==> src/cef_consts.vh <==
`ifndef CEF_CONSTS_VH
`define CEF_CONSTS_VH

// Register offsets
`define CEF_OFS_ID     8'h00
`define CEF_OFS_FLAG_A 8'h01
`define CEF_OFS_FLAG_B 8'h02
`define CEF_OFS_FLAG_C 8'h03
`define CEF_OFS_STATE  8'h04
`define CEF_OFS_MASK_A 8'h05
`define CEF_OFS_MASK_B 8'h06
`define CEF_OFS_MASK_C 8'h07

// Bit positions in event_flags_a
`define CEF_A_CONV_OCP  7
`define CEF_A_FLY_SHORT 6
`define CEF_A_OUT_PRES  5
`define CEF_A_IN_LOW    4
`define CEF_A_OUT_SHORT 3
`define CEF_A_WL_PRES   2
`define CEF_A_SW_START  1
`define CEF_A_IN_PRES   0

// Reset values and reserved readback
`define CEF_MASK_A_RST 8'hff
`define CEF_MASK_B_RST 5'h1f
`define CEF_MASK_C_RST 2'h3
`define CEF_RSVD_MB    3'h7
`define CEF_RSVD_MC    6'h3f
`define CEF_STATE_RST  3'h0
`define CEF_FLAG_A_REG_CLR 8'h01

// Converter state codes
`define CEF_ST_PRESENT   3'h0
`define CEF_ST_STANDBY   3'h1
`define CEF_ST_FWD_HALV  3'h2
`define CEF_ST_FWD_BYP   3'h3
`define CEF_ST_REV_HALV  3'h4
`define CEF_ST_REV_BYP   3'h5
`define CEF_ST_FAULT     3'h6

// Serial port slave address
`define CEF_I2C_ADDR 7'h66

`endif

==> src/cef_flag_bank.v <==
`timescale 1ns/1ps
module cef_flag_bank #(
  parameter WIDTH = 8
) (
  input  wire             clk,
  input  wire             nrst,
  input  wire [WIDTH-1:0] evt,
  input  wire             rdClr,
  input  wire             regClr,
  input  wire [WIDTH-1:0] regClrSel,
  output wire [WIDTH-1:0] flags
);

  reg  [WIDTH-1:0] evtPrev_q;
  reg  [WIDTH-1:0] flags_q;
  wire [WIDTH-1:0] rise;
  wire [WIDTH-1:0] clrMask;

  // Flags catch the rising edge so a lasting fault raises one request only
  assign rise    = evt & ~evtPrev_q;
  assign clrMask = {WIDTH{rdClr}} | ({WIDTH{regClr}} & regClrSel);
  assign flags   = flags_q;

  ////////////////////////////////////////////////////////////////////////
  // Sticky flags; a new edge wins over a clear in the same cycle
  always @(posedge clk) begin
    if (!nrst) begin
      evtPrev_q <= {WIDTH{1'b0}};
      flags_q   <= {WIDTH{1'b0}};
    end else begin
      evtPrev_q <= evt;
      flags_q   <= rise | (flags_q & ~clrMask);
    end
  end

endmodule // cef_flag_bank

==> src/cef_event_regs.v <==
`timescale 1ns/1ps
`include "cef_consts.vh"
module cef_event_regs #(
  parameter [3:0] REVISION = 4'h1, // Arbitrary value
  parameter [3:0] PART_ID  = 4'h5  // Arbitrary value
) (
  input  wire       clk,
  input  wire       nrst,
  input  wire       sclIn,
  input  wire       sdaIn,
  output wire       sdaOut,
  output wire       sdaOeN,
  input  wire       regRst,
  input  wire       stateLoad,
  input  wire [2:0] stateIn,
  input  wire       converterOvercurrent,
  input  wire       flyingCapShortCheck,
  input  wire       outputPresent,
  input  wire       inputTooLow,
  input  wire       outputShort,
  input  wire       wirelessInputPresent,
  input  wire       switchingStarted,
  input  wire       inputPresent,
  input  wire       inputOvervoltage,
  input  wire       outputOvervoltage,
  input  wire       overtempRelease,
  input  wire       dieOvertemp,
  input  wire       watchdogTimeout,
  input  wire       inputOvercurrent,
  input  wire       reverseWirelessOvercurrent,
  output wire       irqN
);

  // Serial slave states
  localparam [2:0] ST_IDLE  = 3'h0;
  localparam [2:0] ST_ADDR  = 3'h1;
  localparam [2:0] ST_ACK   = 3'h2;
  localparam [2:0] ST_PTR   = 3'h3;
  localparam [2:0] ST_WDATA = 3'h4;
  localparam [2:0] ST_RDATA = 3'h5;
  localparam [2:0] ST_RACK  = 3'h6;
  localparam [2:0] ST_RLOAD = 3'h7;

  reg        sclPrev_q;
  reg        sdaPrev_q;
  reg  [2:0] st_q;
  reg  [2:0] st_d;
  reg  [2:0] bitCnt_q;
  reg  [2:0] bitCnt_d;
  reg  [7:0] shift_q;
  reg  [7:0] shift_d;
  reg  [7:0] ptr_q;
  reg  [7:0] ptr_d;
  reg        drive_q;
  reg        drive_d;
  reg  [2:0] ackNext_q;
  reg  [2:0] ackNext_d;
  reg        wrEn;
  reg        loadNow;
  reg  [7:0] rdData;
  reg  [7:0] maskA_q;
  reg  [4:0] maskB_q;
  reg  [1:0] maskC_q;
  reg  [2:0] state_q;
  reg        otArmed_q;
  reg        irqN_q;
  wire       sclRise;
  wire       sclFall;
  wire       startDet;
  wire       stopDet;
  wire [7:0] shiftIn;
  wire       halvFwd;
  wire       halvRev;
  wire       bypFwd;
  wire       relEvt;
  wire [7:0] evtA;
  wire [4:0] evtB;
  wire [1:0] evtC;
  wire [7:0] flagA;
  wire [4:0] flagB;
  wire [1:0] flagC;
  wire       pend;

  ////////////////////////////////////////////////////////////////////////
  // Bus line edges; pins arrive already synchronous to clk
  always @(posedge clk) begin
    if (!nrst) begin
      sclPrev_q <= 1'b1;
      sdaPrev_q <= 1'b1;
    end else begin
      sclPrev_q <= sclIn;
      sdaPrev_q <= sdaIn;
    end
  end

  assign sclRise  = sclIn & ~sclPrev_q;
  assign sclFall  = ~sclIn & sclPrev_q;
  assign startDet = sclIn & sclPrev_q & sdaPrev_q & ~sdaIn;
  assign stopDet  = sclIn & sclPrev_q & ~sdaPrev_q & sdaIn;
  assign shiftIn  = {shift_q[6:0], sdaIn};

  ////////////////////////////////////////////////////////////////////////
  // Slave sequencer: address, pointer, then data with auto-increment
  always @* begin
    st_d      = st_q;
    bitCnt_d  = bitCnt_q;
    shift_d   = shift_q;
    ptr_d     = ptr_q;
    drive_d   = drive_q;
    ackNext_d = ackNext_q;
    wrEn      = 1'b0;
    loadNow   = 1'b0;
    if (stopDet) begin
      st_d    = ST_IDLE;
      drive_d = 1'b0;
    end else if (startDet) begin
      st_d     = ST_ADDR;
      bitCnt_d = 3'h0;
      drive_d  = 1'b0;
    end else begin
      case (st_q)
        ST_ADDR, ST_PTR, ST_WDATA: begin
          if (sclRise) begin
            shift_d  = shiftIn;
            bitCnt_d = bitCnt_q + 3'h1;
            if (bitCnt_q == 3'h7) begin
              st_d = ST_ACK;
              case (st_q)
                ST_ADDR: begin
                  // Foreign address: stay off the bus until next start
                  ackNext_d = sdaIn ? ST_RLOAD : ST_PTR;
                  if (shiftIn[7:1] != `CEF_I2C_ADDR) begin
                    st_d = ST_IDLE;
                  end
                end
                ST_PTR: begin
                  ptr_d     = shiftIn;
                  ackNext_d = ST_WDATA;
                end
                default: begin
                  wrEn      = 1'b1;
                  ptr_d     = ptr_q + 8'h01;
                  ackNext_d = ST_WDATA;
                end
              endcase
            end
          end
        end
        ST_ACK: begin
          // First falling edge pulls SDA low; second one releases it, or drives data bit 7 when a read follows
          if (sclFall) begin
            if (!drive_q) begin
              drive_d = 1'b1;
            end else begin
              drive_d  = 1'b0;
              bitCnt_d = 3'h0;
              st_d     = ackNext_q;
              loadNow  = (ackNext_q == ST_RLOAD);
            end
          end
        end
        ST_RDATA: begin
          if (sclFall) begin
            bitCnt_d = bitCnt_q + 3'h1;
            if (bitCnt_q == 3'h7) begin
              drive_d = 1'b0;
              st_d    = ST_RACK;
            end else begin
              shift_d = {shift_q[6:0], 1'b0};
              drive_d = ~shift_q[6];
            end
          end
        end
        ST_RACK: begin
          // Master NACK ends the read burst
          if (sclRise) begin
            st_d = sdaIn ? ST_IDLE : ST_RLOAD;
          end
        end
        ST_RLOAD: begin
          loadNow = sclFall;
        end
        default: begin
          st_d = ST_IDLE;
        end
      endcase
    end
    // Byte capture for a read; this is also the read that clears flags
    if (loadNow) begin
      shift_d  = rdData;
      ptr_d    = ptr_q + 8'h01;
      drive_d  = ~rdData[7];
      bitCnt_d = 3'h0;
      st_d     = ST_RDATA;
    end
  end

  always @(posedge clk) begin
    if (!nrst) begin
      st_q      <= ST_IDLE;
      bitCnt_q  <= 3'h0;
      shift_q   <= 8'h00;
      ptr_q     <= 8'h00;
      drive_q   <= 1'b0;
      ackNext_q <= ST_IDLE;
    end else begin
      st_q      <= st_d;
      bitCnt_q  <= bitCnt_d;
      shift_q   <= shift_d;
      ptr_q     <= ptr_d;
      drive_q   <= drive_d;
      ackNext_q <= ackNext_d;
    end
  end

  // Open-drain SDA: only ever pulled low
  assign sdaOut = 1'b0;
  assign sdaOeN = ~drive_q;

  ////////////////////////////////////////////////////////////////////////
  // Read mux; reserved flag bits read 0, reserved mask bits read 1
  always @* begin
    case (ptr_q)
      `CEF_OFS_ID:     rdData = {REVISION, PART_ID};
      `CEF_OFS_FLAG_A: rdData = flagA;
      `CEF_OFS_FLAG_B: rdData = {flagB[4:3], 3'h0, flagB[2:0]};
      `CEF_OFS_FLAG_C: rdData = {flagC, 6'h00};
      `CEF_OFS_STATE:  rdData = {5'h00, state_q};
      `CEF_OFS_MASK_A: rdData = maskA_q;
      `CEF_OFS_MASK_B: rdData = {maskB_q[4:3], `CEF_RSVD_MB, maskB_q[2:0]};
      `CEF_OFS_MASK_C: rdData = {maskC_q, `CEF_RSVD_MC};
      default:         rdData = 8'h00;
    endcase
  end

  ////////////////////////////////////////////////////////////////////////
  // Writable registers; regRst restores all of them to their reset values
  always @(posedge clk) begin
    if (!nrst) begin
      maskA_q <= `CEF_MASK_A_RST;
      maskB_q <= `CEF_MASK_B_RST;
      maskC_q <= `CEF_MASK_C_RST;
      state_q <= `CEF_STATE_RST;
    end else if (regRst) begin
      maskA_q <= `CEF_MASK_A_RST;
      maskB_q <= `CEF_MASK_B_RST;
      maskC_q <= `CEF_MASK_C_RST;
      state_q <= `CEF_STATE_RST;
    end else begin
      if (wrEn) begin
        case (ptr_q)
          `CEF_OFS_STATE:  state_q <= shiftIn[2:0];
          `CEF_OFS_MASK_A: maskA_q <= shiftIn;
          `CEF_OFS_MASK_B: maskB_q <= {shiftIn[7:6], shiftIn[2:0]};
          `CEF_OFS_MASK_C: maskC_q <= shiftIn[7:6];
          default:         maskA_q <= maskA_q;
        endcase
      end
      // Converter core reports last so it overrides a host write
      if (stateLoad) begin
        state_q <= stateIn;
      end
    end
  end

  ////////////////////////////////////////////////////////////////////////
  // Mode qualification of soft-start faults
  assign halvFwd = (state_q == `CEF_ST_FWD_HALV);
  assign halvRev = (state_q == `CEF_ST_REV_HALV);
  assign bypFwd  = (state_q == `CEF_ST_FWD_BYP);

  // Release only counts once an overtemp has been seen
  always @(posedge clk) begin
    if (!nrst) begin
      otArmed_q <= 1'b0;
    end else if (dieOvertemp) begin
      otArmed_q <= 1'b1;
    end else if (overtempRelease) begin
      otArmed_q <= 1'b0;
    end
  end
  assign relEvt = overtempRelease & otArmed_q & ~dieOvertemp;

  assign evtA[`CEF_A_CONV_OCP]  = converterOvercurrent;
  assign evtA[`CEF_A_FLY_SHORT] = flyingCapShortCheck & (halvFwd | halvRev);
  assign evtA[`CEF_A_OUT_PRES]  = outputPresent;
  assign evtA[`CEF_A_IN_LOW]    = inputTooLow;
  assign evtA[`CEF_A_OUT_SHORT] = outputShort & (halvFwd | bypFwd);
  assign evtA[`CEF_A_WL_PRES]   = wirelessInputPresent;
  assign evtA[`CEF_A_SW_START]  = switchingStarted;
  assign evtA[`CEF_A_IN_PRES]   = inputPresent;
  assign evtB = {inputOvervoltage, outputOvervoltage, relEvt, dieOvertemp, watchdogTimeout};
  assign evtC = {inputOvercurrent, reverseWirelessOvercurrent};

  ////////////////////////////////////////////////////////////////////////
  // Flag banks cleared by the byte capture of their own offset
  cef_flag_bank #(.WIDTH(8)) uBankA (
    .clk       (clk),
    .nrst      (nrst),
    .evt       (evtA),
    .rdClr     (loadNow & (ptr_q == `CEF_OFS_FLAG_A)),
    .regClr    (regRst),
    .regClrSel (`CEF_FLAG_A_REG_CLR),
    .flags     (flagA)
  );

  cef_flag_bank #(.WIDTH(5)) uBankB (
    .clk       (clk),
    .nrst      (nrst),
    .evt       (evtB),
    .rdClr     (loadNow & (ptr_q == `CEF_OFS_FLAG_B)),
    .regClr    (1'b0),
    .regClrSel (5'h00),
    .flags     (flagB)
  );

  cef_flag_bank #(.WIDTH(2)) uBankC (
    .clk       (clk),
    .nrst      (nrst),
    .evt       (evtC),
    .rdClr     (loadNow & (ptr_q == `CEF_OFS_FLAG_C)),
    .regClr    (1'b0),
    .regClrSel (2'h0),
    .flags     (flagC)
  );

  ////////////////////////////////////////////////////////////////////////
  // Interrupt: registered to keep the pin free of decode glitches
  assign pend = |(flagA & ~maskA_q) | |(flagB & ~maskB_q) | |(flagC & ~maskC_q);

  always @(posedge clk) begin
    if (!nrst) begin
      irqN_q <= 1'b1;
    end else begin
      irqN_q <= ~pend;
    end
  end
  assign irqN = irqN_q;

endmodule // cef_event_regs

==> config.mk <==
export PLATFORM = sky130hd
export DESIGN_NAME = cef_event_regs
export DESIGN_NICKNAME = d
export VERILOG_FILES = /design/src/cef_flag_bank.v /design/src/cef_event_regs.v
export VERILOG_INCLUDE_DIRS = /design/src /design/src/src
export SDC_FILE = /design/constraint.sdc
export NUM_CORES = 1
export LEC_CHECK = 0
export BUFFER_PORTS_ARGS = -buffer_cell sky130_fd_sc_hd__buf_2
export CAP_MARGIN = 10
export CORE_ASPECT_RATIO = 1.5
export CORE_MARGIN = 3
export CORE_UTILIZATION = 55
export DETAILED_ROUTE_END_ITERATION = 12
export GPL_TIMING_DRIVEN = 0
export PLACE_DENSITY = 0.84
export SYNTH_ARGS = -nofsm -noshare
export SYNTH_HDL_FRONTEND = slang
export SYNTH_SLANG_ARGS = --single-unit
export TNS_END_PERCENT = 5
==> constraint.sdc <==
create_clock -name clk -period 6.44 [get_ports clk]
set_input_delay 1.932 -clock clk [delete_from_list [all_inputs] [get_ports clk]]
set_output_delay 1.932 -clock clk [all_outputs]
set_load 0.03 [all_outputs]
==> results_dict.tcl <==
set metrics [dict create \
    fp.dieArea_um2 8160 \
    root_buffer "clkbuf_8" \
    nNetsFinal 541 \
    drc 0 \
    syn_to_final_growth_pct 11.2 \
    ctsHoldBuffers 0 \
    avgViaCountPerCell 6.50 \
    holdWs_ns 0.418 \
    finalCriticalPeriod_ns 3.56 \
    cp.required_ns 6.69 \
    grt_max_degree 14 \
    start_kind "input port" \
    hold_path_depth 1 \
    drive_above_1_share_pct 12.8 \
    synthCells 475 \
    final.setup.tns_ns 0 \
    max_slew_margin_pct 50.6 \
    clk_pin_slew_ns 0.08 \
    leakage_nw 1.72 \
    port_buffers 25 \
    end_kind "flop" \
    crit_fanout 10 \
    post-route-period-util_pct 55.3 \
    grt_pass1_wl_mm 17.9 \
    status "completed" \
    setup_viol 0 \
    syn-num-nets 505 \
    avgRoutedWirePerCell_um 19.0 \
    first_pass_iters 6 \
    hpwl_mm 8.30 \
    h-tree-depth 3 \
    peakVddDrop_mv 0.265 \
    grt_pass1_vias 3586 \
    yosysWarningCount 0 \
    worst_slew_pin_slew_ns 0.735 \
    wirelength_mm 11.3 \
    io_pins 27 \
    ys_ff_latch 76 \
    drt.antenna.violating_nets 0 \
    powerDensity_nw_per_um2 265 \
    final_common_cell "dfxtp_1" \
    clock_skew_ns 0.00854 \
    finalMaxSlewViolations 0 \
    path_class "input port to flop" \
    die_y_um 109 \
    layout_common_cells "76 x dfxtp_1, 54 x nor2_1, 47 x a21oi_1" \
    cts_setup_buffers 0 \
    cts_resized 0 \
    fin_util_pct 62.9 \
    ys.flop_type "dfxtp_1" \
    vias 3860 \
    initialDrtViolationCount 249 \
    cts_made_buffers 9 \
    ys_async_sr_fraction_pct 0 \
    synthTopCellsByArea "dfxtp_1 39%, a21oi_1 6.0%, nor2_1 5.2%" \
    grtUsageTotal_pct 29.4 \
    rsz0062_at_grt "no" \
    ys_seq_area_share_pct 39.0 \
    avgSynthCellArea_um2 8.21 \
    clock_path_buffers 2 \
    grt-ovfl-total 0 \
    tritoncts "done" \
    die_w_um 74.8 \
    n_antenna_cell 0 \
    antenna_found_initial 0 \
    gp_congestion 0.958 \
    synth_area_leader_cell "dfxtp_1" \
    ys_types 69 \
    row_count 37 \
    synth_edf_count 0 \
    drv_cap 0 \
    reg2reg_depth 7 \
    cp_data_arrival_time_ns 3.82 \
    synth_area_um2 3900 \
    clock-sinks 76 \
    fmax_mhz 281 \
    hold_viol 0 \
    hp-class "flop to flop" \
    yosysTopAreaCellShare_pct 39.0 \
    coreArea_um2 6900 \
    clk_latency_ns 0.36 \
    start_util_pct 56.6 \
]
[final timing paths]
| kind | from | to | slack (ns) |
|---|---|---|---|
| setup reg to reg | ptr_q[1] | uBankA.flags[3] | 3.78 |
| hold reg to reg | uBankA.evtPrev_q[6] | uBankA.flags[6] | 0.42 |
| setup / recovery | sclIn | shift_q[6] | 2.88 |
| hold / removal | uBankA.evtPrev_q[6] | uBankA.flags[6] | 0.42 |
[critical path: stages]
cell and delay (ns):
buf_2 0.09, buf_2 0.20, nand2b_1 0.27, nor2_1 0.11, nor2_1 0.52, nand2_1 0.32
o221a_2 0.35
[layer usage]
metal	part of all wire, %	up-vias	GRT usage [%]
li1	-	1800	-
met1	36	1816	32.0
met2	53	196	52.1
met3	6.9	48	6.46
met4	4.7	0	14.6
met5	0	-	0
[cell type report]
| class | count | area, um2 |
|---|---|---|
| fillers | 604 | 2560 |
| plain buffers | 29 | 126 |
| multi-input cells | 345 | 2160 |
| flip-flops and latches | 76 | 1520 |
| repair buffers | 25 | 125 |
| well taps | 78 | 97.6 |
| clock buffers | 10 | 128 |
| inverters | 25 | 93.8 |
| clock inverters | 6 | 87.6 |
[synth_stat cells, drive strengths merged (7+ instances only)]
cell type / count
inv: 24
nor4: 7
o21ai: 26
nand2b: 11
dfxtp: 76
and2: 12
buf: 9
nor2: 55
a21oi: 47
nand4b: 7
o22ai: 7
nor2b: 15
nand2: 34
o21a: 7
nand3: 12
o221a: 7
clkbuf: 20
a211oi: 9
nor3: 8
[power by group]
group	switching, mW	internal, mW	leakage [nW]
Clock	0.182	0.219	0.111
Sequential	0.0372	0.498	0.622
Combinational	0.133	0.0789	0.991
[registers in the layout, summed over array words and instances, names as in the netlist]
register	count
maskA_q	8
ptr_q	8
uBankA.evtPrev_q	8
uBankA.flags	8
shift_q	7
maskB_q	5
uBankB.evtPrev_q	5
uBankB.flags	5
bitCnt_q	3
st_q	3
state_q	3
ackNext_q	2
maskC_q	2
uBankC.evtPrev_q	2
uBankC.flags	2
drive_q	1
irqN	1
otArmed_q	1
sclPrev_q	1
sdaPrev_q	1
[metrics by stage]
step | area [um2] | setup WS (ns) | cells | power (mW)
global placement | 4120 | 2.53 | 578 | 0.754
global route | 4340 | 2.75 | 594 | 1.20
floorplan | 3900 | 3.10 | 475 | 0.679
finish | 4340 | 2.88 | 594 | 1.15
detailed placement | 4120 | 2.48 | 578 | 0.755
CTS | 4340 | 2.92 | 594 | 1.15
[logic make-up after synthesis]
| group | count (synthesis) | synth area share (%) |
|---|---|---|
| mux | 5 | 1.31 |
| other cells | 1 | 0.0961 |
| buf+inv | 54 | 5.64 |
| fa+ha+maj | 6 | 1.92 |
| compound gates | 155 | 27.5 |
| simple gates | 176 | 24.0 |
| xor+xnor | 2 | 0.449 |
| flops | 76 | 39.0 |
Power figures use the tool's default switching activity.
